<file path="src/rtl/dee_pkg.sv">
// Package for the data EEPROM access control block
package dee_pkg;

  // ****************************************
  // Register map (byte addresses)
  // ****************************************
  localparam logic [7:0] DEE_CTRL_OFS   = 8'h00;
  localparam logic [7:0] DEE_KEY_OFS    = 8'h04;
  localparam logic [7:0] DEE_LOC_OFS    = 8'h08;
  localparam logic [7:0] DEE_BYTE_OFS   = 8'h0c;
  localparam logic [7:0] DEE_STATUS_OFS = 8'h10;

  // ****************************************
  // Control and status field positions and register reset values
  // ****************************************
  localparam int DEE_FETCH_BIT   = 0;
  localparam int DEE_GO_BIT      = 1;
  localparam int DEE_ALLOW_BIT   = 2;
  localparam int DEE_ABORT_BIT   = 3;
  localparam int DEE_ROW_BIT     = 4;
  localparam int DEE_CFG_BIT     = 6;
  localparam int DEE_PSPACE_BIT  = 7;
  localparam int DEE_DONE_BIT    = 0;
  localparam logic [7:0] DEE_CTRL_RST = 8'h00;
  localparam logic [7:0] DEE_LOC_RST  = 8'h00;
  localparam logic [7:0] DEE_BYTE_RST = 8'h00;

  // ****************************************
  // Unlock keys
  // ****************************************
  localparam logic [7:0] DEE_KEY1 = 8'h55;
  localparam logic [7:0] DEE_KEY2 = 8'haa;

  // ****************************************
  // Timing
  // ****************************************
  localparam int DEE_CLK_PERIOD_NS = 50;
  localparam int DEE_PROG_TIME_US  = 4000;
  localparam int DEE_PROG_CYCLES   = (DEE_PROG_TIME_US * 1000) / DEE_CLK_PERIOD_NS;

  // ****************************************
  // Types
  // ****************************************
  typedef struct packed {
    logic prog_sel;
    logic cfg_sel;
    logic rsvd;
    logic row_erase;
    logic abort;
    logic allow;
    logic go;
    logic fetch;
  } dee_ctrl_s;

  typedef struct packed {
    logic        psel;
    logic        penable;
    logic        pwrite;
    logic [7:0]  paddr;
    logic [31:0] pwdata;
  } dee_apb_req_s;

  typedef enum logic [1:0] {KEY_IDLE, KEY_GOT1, KEY_GOT2} dee_key_e;
  typedef enum logic {PRG_IDLE, PRG_BUSY} dee_prg_e;

endpackage

</file>
<file path="src/rtl/dee_access_ctrl.sv">
// Data EEPROM access control: APB registers, unlock, fetch and timed program
// Behaviour
// RULE1: Fetch go loads byte register next cycle
// RULE2: Byte register holds until fetch or write
// RULE3: Config select steers away from data array
// RULE4: Row erase on program go, cleared after
// RULE5: Pin or watchdog reset mid-cycle sets abort
// RULE6: Abort keeps space and row erase bits
// RULE7: No cycle without allow; never auto-cleared
// RULE8: Allow must precede go in earlier write
// RULE9: Keys 55h then AAh then go
// RULE10: Busy cycle locks control, location, byte
// RULE11: Cycle end clears go, sets done
// RULE12: Done flag cleared only by software
// RULE13: Software loads location and byte first
// RULE14: Software disables interrupts around unlock
// RULE15: Software keeps allow clear normally
// RULE16: Space select picks data or program
// RULE17: Fetch refused while program space selected
// RULE18: Key port stores nothing, reads zero
// RULE19: Interrupting reset clears location and byte
// RULE20: Counter times cycle; bit 5 zero
//
// The register addresses and the APB slave port were left to the implementer.
`timescale 1ns/1ps
`default_nettype none

module dee_access_ctrl
  import dee_pkg::*;
#(
  parameter int DEPTH      = 256,
  parameter int PROG_COUNT = DEE_PROG_CYCLES
) (
  input  wire logic                 pclk,
  input  wire logic                 presetn,
  input  wire logic                 psel,
  input  wire logic                 penable,
  input  wire logic                 pwrite,
  input  wire logic [7:0]           paddr,
  input  wire logic [31:0]          pwdata,
  output logic                      pready,
  output logic                      pslverr,
  output logic [31:0]               prdata,
  input  wire logic                 pin_reset_req,
  input  wire logic                 wdt_reset_req,
  output logic                      nvm_busy,
  output logic                      pmem_row_erase,
  output logic                      nvm_done_flag
);
  import dee_pkg::*;

  localparam int AW = $clog2(DEPTH);
  localparam int CW = $clog2(PROG_COUNT + 1);
  localparam logic [CW-1:0] LAST = CW'(PROG_COUNT - 1);

  // ****************************************
  // Bus decode
  // ****************************************
  function automatic logic known_addr(input logic [7:0] a);
    known_addr = (a == DEE_CTRL_OFS) || (a == DEE_KEY_OFS) || (a == DEE_LOC_OFS)
              || (a == DEE_BYTE_OFS) || (a == DEE_STATUS_OFS);
  endfunction

  dee_apb_req_s req;
  logic         wr_acc;
  logic         rd_setup;
  logic         rst_req;

  assign req      = '{psel, penable, pwrite, paddr, pwdata};
  assign pready   = req.psel & req.penable;
  assign pslverr  = pready & ~known_addr(req.paddr);
  assign wr_acc   = pready & req.pwrite & known_addr(req.paddr);
  assign rd_setup = req.psel & ~req.penable & ~req.pwrite;
  assign rst_req  = pin_reset_req | wdt_reset_req;

  // ****************************************
  // State
  // ****************************************
  dee_ctrl_s           ctrl_q, ctrl_d;
  logic [7:0]          loc_q, loc_d;
  logic [7:0]          byte_q, byte_d;
  logic                done_q, done_d;
  dee_key_e            key_q, key_d;
  dee_prg_e            prg_q, prg_d;
  logic [CW-1:0]       cnt_q, cnt_d;
  logic [31:0]         rdata_q, rdata_d;
  logic [7:0]          mem_q [DEPTH];
  logic                commit;
  logic                prog_end;
  logic                data_target;
  logic [AW-1:0]       idx;

  assign idx         = loc_q[AW-1:0];
  assign data_target = ~ctrl_q.prog_sel & ~ctrl_q.cfg_sel;

  // ****************************************
  // Control, unlock and timing
  // ****************************************
  always_comb begin
    dee_ctrl_s wctl;
    logic      start;
    wctl    = dee_ctrl_s'(req.pwdata[7:0]);
    start   = 1'b0;
    ctrl_d  = ctrl_q;
    loc_d   = loc_q;
    byte_d  = byte_q;
    prg_d   = prg_q;
    cnt_d   = cnt_q;
    commit  = 1'b0;
    prog_end = 1'b0;
    ctrl_d.fetch = 1'b0;

    // RULE10: control, location and byte writes locked while busy
    if (prg_q == PRG_IDLE && wr_acc) begin
      case (req.paddr)
        DEE_CTRL_OFS: begin
          ctrl_d.prog_sel  = wctl.prog_sel;
          ctrl_d.cfg_sel   = wctl.cfg_sel;
          ctrl_d.row_erase = wctl.row_erase;
          ctrl_d.abort     = wctl.abort;
          ctrl_d.allow     = wctl.allow;
          // RULE7: allow needed to start
          // RULE8: allow from an earlier write
          // RULE9: go only after both keys
          start = wctl.go & ctrl_q.allow & (key_q == KEY_GOT2);
          // RULE1: fetch loads byte at once
          // RULE17: refused in program space
          // RULE3: config space leaves array alone
          if (wctl.fetch && !wctl.prog_sel && !wctl.cfg_sel) begin
            byte_d = mem_q[idx];
          end
        end
        // RULE2: byte held until reload
        DEE_LOC_OFS:  loc_d  = req.pwdata[7:0];
        DEE_BYTE_OFS: byte_d = req.pwdata[7:0];
        default: ;
      endcase
    end

    case (prg_q)
      PRG_IDLE: begin
        if (start) begin
          prg_d     = PRG_BUSY;
          cnt_d     = '0;
          ctrl_d.go = 1'b1;
        end
      end
      PRG_BUSY: begin
        // RULE20: self-timed by cycle counter
        cnt_d = cnt_q + CW'(1);
        if (cnt_q == LAST) begin
          // RULE11: end clears go, sets done
          prg_d     = PRG_IDLE;
          ctrl_d.go = 1'b0;
          prog_end  = 1'b1;
          // RULE4: row erase bit clears on completion
          ctrl_d.row_erase = 1'b0;
          // RULE16: only data space writes the array
          commit = data_target;
        end
      end
      default: prg_d = PRG_IDLE;
    endcase

    // Pin or watchdog reset clears control, location, byte, keys and cycle; done and idle abort are kept; mid-cycle it sets abort, keeps space and row erase
    if (rst_req) begin
      ctrl_d = dee_ctrl_s'(DEE_CTRL_RST);
      prg_d  = PRG_IDLE;
      cnt_d  = '0;
      commit = 1'b0;
      // RULE19: location and byte are cleared too
      loc_d  = DEE_LOC_RST;
      byte_d = DEE_BYTE_RST;
      if (prg_q == PRG_BUSY) begin
        // RULE5: interrupted cycle raises abort
        ctrl_d.abort     = 1'b1;
        // RULE6: space and row erase kept for tracing
        ctrl_d.prog_sel  = ctrl_q.prog_sel;
        ctrl_d.row_erase = ctrl_q.row_erase;
      end else begin
        ctrl_d.abort = ctrl_q.abort;
      end
    end
    ctrl_d.rsvd = 1'b0;
  end

  always_ff @(posedge pclk or negedge presetn) begin
    if (!presetn) begin
      ctrl_q <= dee_ctrl_s'(DEE_CTRL_RST);
      loc_q  <= DEE_LOC_RST;
      byte_q <= DEE_BYTE_RST;
      prg_q  <= PRG_IDLE;
      cnt_q  <= '0;
    end else begin
      ctrl_q <= ctrl_d;
      loc_q  <= loc_d;
      byte_q <= byte_d;
      prg_q  <= prg_d;
      cnt_q  <= cnt_d;
    end
  end

  // ****************************************
  // Unlock key sequence
  // ****************************************
  // Any other mapped write in between starts the sequence over
  always_comb begin
    key_d = key_q;
    // RULE9: keys 55h then AAh, nothing between
    if (wr_acc) begin
      key_d = KEY_IDLE;
      if (req.paddr == DEE_KEY_OFS) begin
        if (req.pwdata[7:0] == DEE_KEY1) begin
          key_d = KEY_GOT1;
        end else if (req.pwdata[7:0] == DEE_KEY2 && key_q == KEY_GOT1) begin
          key_d = KEY_GOT2;
        end
      end
    end
    if (rst_req) begin
      key_d = KEY_IDLE;
    end
  end

  always_ff @(posedge pclk or negedge presetn) begin
    if (!presetn) begin
      key_q <= KEY_IDLE;
    end else begin
      key_q <= key_d;
    end
  end

  // ****************************************
  // Completion flag
  // ****************************************
  // Pin and watchdog resets leave it alone so software still sees it
  always_comb begin
    done_d = done_q;
    // RULE12: software write of one clears done
    if (wr_acc && req.paddr == DEE_STATUS_OFS && req.pwdata[DEE_DONE_BIT]) begin
      done_d = 1'b0;
    end
    // RULE11: cycle end sets done, winning over a clear
    if (prog_end) begin
      done_d = 1'b1;
    end
  end

  always_ff @(posedge pclk or negedge presetn) begin
    if (!presetn) begin
      done_q <= 1'b0;
    end else begin
      done_q <= done_d;
    end
  end

  // ****************************************
  // Data array
  // ****************************************
  // Array contents survive reset, as nonvolatile storage should
  generate
    for (genvar i = 0; i < DEPTH; i++) begin : g_cell
      logic [7:0] cell_d;
      always_comb begin
        cell_d = mem_q[i];
        if (commit && idx == AW'(i)) begin
          cell_d = byte_q;
        end
      end
      always_ff @(posedge pclk) begin
        mem_q[i] <= cell_d;
      end
    end
  endgenerate

  // ****************************************
  // Read data
  // ****************************************
  always_comb begin
    rdata_d = rdata_q;
    if (rd_setup) begin
      case (req.paddr)
        // RULE20: bit 5 and fetch read as zero
        DEE_CTRL_OFS:   rdata_d = {24'h000000, ctrl_q.prog_sel, ctrl_q.cfg_sel, 1'b0,
                                   ctrl_q.row_erase, ctrl_q.abort, ctrl_q.allow,
                                   ctrl_q.go, 1'b0};
        // RULE18: key port reads zero
        DEE_KEY_OFS:    rdata_d = 32'h00000000;
        DEE_LOC_OFS:    rdata_d = {24'h000000, loc_q};
        DEE_BYTE_OFS:   rdata_d = {24'h000000, byte_q};
        DEE_STATUS_OFS: rdata_d = {31'h00000000, done_q};
        default:        rdata_d = 32'h00000000;
      endcase
    end
  end

  always_ff @(posedge pclk or negedge presetn) begin
    if (!presetn) begin
      rdata_q <= 32'h00000000;
    end else begin
      rdata_q <= rdata_d;
    end
  end

  assign prdata         = rdata_q;
  assign nvm_busy       = (prg_q == PRG_BUSY);
  assign pmem_row_erase = nvm_busy & ctrl_q.prog_sel & ctrl_q.row_erase;
  assign nvm_done_flag  = done_q;

endmodule

`default_nettype wire

</file>
<file path="config.mk">
export PLATFORM = sky130hd
export DESIGN_NAME = dee_access_ctrl
export DESIGN_NICKNAME = d
export VERILOG_FILES = /design/src/rtl/dee_pkg.sv /design/src/rtl/dee_access_ctrl.sv
export SDC_FILE = /design/constraint.sdc
export NUM_CORES = 2
export LEC_CHECK = 0
export ABC_AREA = 1
export BUFFER_PORTS_ARGS = -buffer_cell sky130_fd_sc_hd__buf_2
export CORE_MARGIN = 8
export CORE_UTILIZATION = 57
export DETAILED_ROUTE_END_ITERATION = 10
export GPL_ROUTABILITY_DRIVEN = 0
export GPL_TIMING_DRIVEN = 0
export PLACE_DENSITY = 0.75
export SYNTH_ARGS = -nofsm -noshare
export SYNTH_HDL_FRONTEND = slang
export SYNTH_SLANG_ARGS = --single-unit
</file>
<file path="constraint.sdc">
create_clock -name pclk -period 4.25 [get_ports pclk]
set_clock_uncertainty 0.05 [all_clocks]
set_input_delay 0.85 -clock pclk [delete_from_list [all_inputs] [get_ports pclk]]
set_output_delay 0.85 -clock pclk [all_outputs]
set_load 0.03 [all_outputs]
</file>
# == After elaboration in Yosys (flattened, before gate mapping) ==
# Memory sizes are Yosys's and may differ from the RTL's.
# Cells that the tools add are included.
# word_totals
register_bits,75
ram_bits,2048
in_bits,47
out_inout_bits,37
wordCells,2157
n_memories,1
# memory_table
memory,depth,word_bits,rd,rd_clocked_by_memory_dff,write_ports,line,rtl
mem_q,256,8,1,0,1,dee_access_ctrl.sv:87,logic [7:0] mem_q [DEPTH];
# classes
add_sub_neg,1
n_eq_ne,525
n_mux,1062
n_bitwise,18
n_reduce_logical,537
# ops
op,n
2-to-1 mux 8 bit,773
OR reduction 8 bit,255
"== test 8 bit, second input constant",129
"== test 8 x 7 -> 1 bit, second input constant",65
2-to-1 mux 1 bit,273
logical AND 1 bit,262
"== test 8 x 6 -> 1 bit, second input constant",32
"!= test 1 bit, second input constant",256
"== test 8 x 5 -> 1 bit, second input constant",17
"== test 8 x 4 -> 1 bit, second input constant",10
"== test 8 x 3 -> 1 bit, second input constant",5
2-to-1 mux 17 bit,2
case mux 17 bit (2 select lines),1
case mux 8 bit (4 select lines),1
"adder 17 x 1 -> 17 bit, second input constant",1
"== test 17 bit, second input constant",1
"== test 8 x 2 -> 1 bit, second input constant",2
logical NOT 8 bit,2
case mux 8 bit (2 select lines),1
2-to-1 mux 2 bit,7
AND 1 bit,11
nonzero test 2 bit,5
"!= test 3 x 2 -> 1 bit, second input constant",3
AND reduction 3 bit,3
other kinds (13),26

# == Longest topological paths before layout ==
# depth
depth_word,263
depth_mapped,17
mapped_depth_nobuf,15

# == Least setup slack after synthesis ==
# OpenSTA, ideal clock, no wires.
# synth_timing
path_kind,register to register
startpoint,register byte_q[2]
endpoint,"memory mem_q[0][2], data pin"
arrival_ns,3.198
t_required_ns,3.393
path_slack_ns,0.195
stages_incl_launch_ff,1
path_buffers,0
period_less_slack_ns,4.055
path_cell_list,dfrtp_1
# synth_via
elab_chain_cells,256
elab_cells_between_ends,511
classes_between,mux (511)
# synth_rtl
element,line,rtl
"start, declared",dee_access_ctrl.sv:81,"logic [7:0] byte_q, byte_d;"
"start signal, assigned",dee_access_ctrl.sv:197,byte_q <= byte_d;
2-to-1 mux 8 bit,dee_access_ctrl.sv:266,if (commit && idx == AW'(i)) begin
2-to-1 mux 8 bit (no line) (254 in a row),-,
2-to-1 mux 8 bit (no line) *,-,
"end, declared",dee_access_ctrl.sv:87,
# Mark *: on every way between the ends. The rest lies on a longest branch, timed or not. The select of a mux whose other input is x is not followed.

# == Final worst setup path ==
# layout_timing
startpoint,"register loc_q[2], in the netlist idx[2]"
endpoint,register byte_q[7]
# layout_via
elab_chain_cells,5
# layout_rtl
element,line,rtl
"start, declared",dee_access_ctrl.sv:80,"logic [7:0] loc_q, loc_d;"
"start signal, assigned",dee_access_ctrl.sv:196,loc_q <= loc_d;
memory read (256 x 8 bit),-,
2-to-1 mux 8 bit,dee_access_ctrl.sv:129,if (wctl.fetch && !wctl.prog_sel && !wctl.cfg_sel) begin
case mux 8 bit (2 select lines),dee_access_ctrl.sv:115,case (req.paddr)
2-to-1 mux 8 bit,dee_access_ctrl.sv:114,if (prg_q == PRG_IDLE && wr_acc) begin
2-to-1 mux 8 bit,dee_access_ctrl.sv:166,if (rst_req) begin
# Every way passes these cells. The select of a mux whose other input is x is not followed.
# A chain may end at the register's enable or synchronous reset.

==> impl_metrics.py <==
metrics = {
    "final_layout": {
        "stdcell_count": 10600,
        "drive_above_1_share": 0.0764,
        "nets": 8462,
        "layout_common_cells": "nand2_1, edfxtp_1, nand3_1",
        "layout_commonest_cell": "nand2_1",
        "area_growth_pct": 11.4,
    },
    "detailed_routing": {
        "dr_total_vias": 63200,
        "drc": 0,
        "dr.pass1.iters": 8,
        "wirelength_mm": 262,
        "drt-initial-drc-count": 9670,
        "detail_route.wl_per_cell_um": 24.7,
        "detail_route.vias_per_cell": 5.94,
        "drt.antenna.violating_nets": 0,
    },
    "pwr": {
        "vdd_ir_drop_max_v": 0.000442,
        "p_per_area_nw_per_um2": 409,
        "power.leakage_uw": 0.0419,
        "total_power_uw": 40000,
    },
    "global_route": {
        "antenna_found_initial": 8,
        "grt_pass1_wl_mm": 378,
        "grt_pass1_vias": 60100,
        "grt_max_degree": 80,
        "grt_overflow_total": 0,
        "grt_usage": 0.305,
    },
    "setup_path": {
        "crit_fanout": 10,
        "cp_data_required_time_ns": 4.99,
        "arrival_ns": 5.10,
        "startpoint_type": "register",
        "cp-end-kind": "register",
        "criticalPathCategory": "reg -> reg",
    },
    "synthesis": {
        "yosysWarnings": 0,
        "netlist_instances": 8126,
        "syn_area_um2": 87600,
        "ys_ff_latch": 2099,
        "synthDistinctLibCells": 39,
        "syn_avg_cell_area_um2": 10.8,
        "ys_seq_area_frac": 0.717,
    },
    "sta": {
        "setup_viol": 53,
        "slew_headroom": -0.00160,
        "tns_ns": -1.58,
        "worstMarginPinSlew_ns": 1.50,
        "min_period_ns": 4.36,
        "timing.hold.ws_ns": 0.247,
        "rsz0062_at_grt": "false",
        "max_freq_mhz": 229,
        "final.setup.worst_slack_ns": -0.113,
        "period_share": 1.03,
        "hold_violations": 0,
        "slew_violations": 10,
    },
    "die": {
        "row_count": 144,
        "design.die.area_um2": 167000,
        "fp.dieW_um": 408,
        "core_um2": 153000,
        "die_h_um": 408,
        "start_util": 0.571,
        "ioPinCount": 84,
    },
    "job": {
        "drv_cap": 1,
    },
    "cts": {
        "cts_root_buf": "clkbuf_16",
        "cts_setup_buffers": 0,
        "clk_latency_ns": 0.85,
        "cts_made_buffers": 197,
        "cts_tree": "done",
        "clk_pin_slew_ns": 0.07,
        "cts_num_sinks": 2099,
        "cts.path.max_buffers": 3,
        "htree_levels": 4,
    },
    "hold_path": {
        "hp-class": "in -> reg",
    },
    "status": {
        "violations": "max-capacitance violations, max-slew violations, negative setup slack",
        "status": "complete, but fails checks",
    },
    "placed_design": {
        "placedCellCount": 10300,
        "io_buffers": 35,
        "dp_hpwl_mm": 176,
    },
}
## report_power, final
part	internal, uW	leakage (uW)	switching, uW
clock	9790	0.00308	7680
sequential	22400	0.0243	2.27
combinational	33.5	0.0144	83.7
## cells by family (layout without fill, tap and decap cells)
group,Yosys count,after routing,share of synthesized area
AOI/OAI and AO/OA,71,71,0.00486
xor gates and xnor gates,2,2,0.000200
adders and majority gates,1,1,0.000143
buffers and inverters,536,961,0.0268
DFF,2099,2099,0.717
other,1,32,0.0000428
and+or+nand+nor,5416,5416,0.251
## final cells by class
class                      count  area, um^2
multi-input combinational   5514       22600
tap                         2044        2560
buffer                       476        2130
clock inverter               112        1070
antenna                        8        20.0
sequential                  2099       62800
inverter                      60         225
fill                       11200       55700
clock buffer                 247        5220
timing repair buffer          66         973
## flip-flops by register name, summed over array words and instances (netlist names)
name	cells
mem_q	2048
idx	8
ctrl_q	6
nvm_busy	1
cnt_q	17
byte_q	8
key_q	2
nvm_done_flag	1
prdata	8
## worst max-delay path, stage by stage (launching register included)
cell      delay, ns
dfrtp_1        0.44
nor2_1         0.96
clkbuf_2       0.72
buf_1          0.94
nand2_1        0.13
nand2_1        0.16
nor2_1         0.09
nor2_1         0.12
nor2_1         0.07
nand2_1        0.14
nand2_1        0.08
nand3_1        0.20
o21bai_1       0.09
nand2_1        0.06
## worst paths after layout
path | start | end | slack (ns) | depth (start not counted)
max | idx[2] | byte_q[7] | -0.11 | 13
min | pwdata[3] | ctrl_q[3] | 0.25 | 3
max reg2reg | idx[2] | byte_q[7] | -0.11 | 13
min reg2reg | prdata[6] | prdata[6] | 0.44 | 2
max in group asynchronous | presetn | cnt_q[2] | 2.86 | 3
min in group asynchronous | presetn | byte_q[1] | 0.72 | 2
## stage by stage
| stage | util | area [um^2] | setup WS (ns) |
|---|---|---|---|
| 6_report | 0.636 | 97600 | -0.113 |
| 3_3_place_gp | 0.590 | 90400 | -5.20 |
| 2_1_floorplan | - | 87700 | 0.195 |
| 4_1_cts | 0.636 | 97500 | 0.117 |
| 3_5_place_dp | 0.595 | 91200 | -0.290 |
| 5_1_grt | 0.636 | 97600 | 0.0631 |
## routing by layer
layer  vias up  global-route usage  part of all wire
met4         2               0.168             0.065
met3       906              0.0918              0.14
met5         -                   0          0.000046
met1     29900               0.397              0.35
li1      27800                   -                 -
met2      4575               0.461              0.44
## synth_stat cells
master / instances / area share
nor4_1: 5 / 0.00036
buf_4: 26 / 0.0022
nand2_1: 4065 / 0.17
dfrtp_1: 51 / 0.015
and2_1: 1 / 0.000071
o21ai_0: 24 / 0.0014
buf_2: 97 / 0.0055
nand3_2: 2 / 0.00023
clkinv_1: 2 / 0.000086
nor4_4: 1 / 0.00024
nand4_1: 187 / 0.013
nor2_1: 485 / 0.021
nor3_4: 4 / 0.00074
nand2_2: 1 / 0.000071
ha_1: 1 / 0.00014
buf_1: 50 / 0.0021
nand4_4: 2 / 0.00049
nor2_2: 128 / 0.0091
a221oi_1: 2 / 0.00020
conb_1: 1 / 0.000043
o21ai_1: 1 / 0.000057
nand3_1: 510 / 0.029
xor2_1: 1 / 0.00010
xnor2_1: 1 / 0.00010
o41ai_1: 1 / 0.00010
nor2_4: 1 / 0.00013
inv_2: 10 / 0.00043
a21oi_1: 12 / 0.00069
buf_6: 16 / 0.0021
nand2_4: 16 / 0.0021
inv_1: 48 / 0.0021
a31oi_1: 2 / 0.00014
o21bai_1: 8 / 0.00069
clkbuf_1: 287 / 0.012
o22ai_1: 17 / 0.0012
a31oi_2: 1 / 0.00014
edfxtp_1: 2048 / 0.70
o31ai_1: 3 / 0.00026
nor3_1: 8 / 0.00046
## what timing repair did
item,4_1_cts,5_1_grt
endpoints found under the setup margin,344,5
hold buffers,0,1
endpoints found under the hold margin,0,13
resized for setup,1,1
Note: power is estimated with default switching activity, not from simulation.
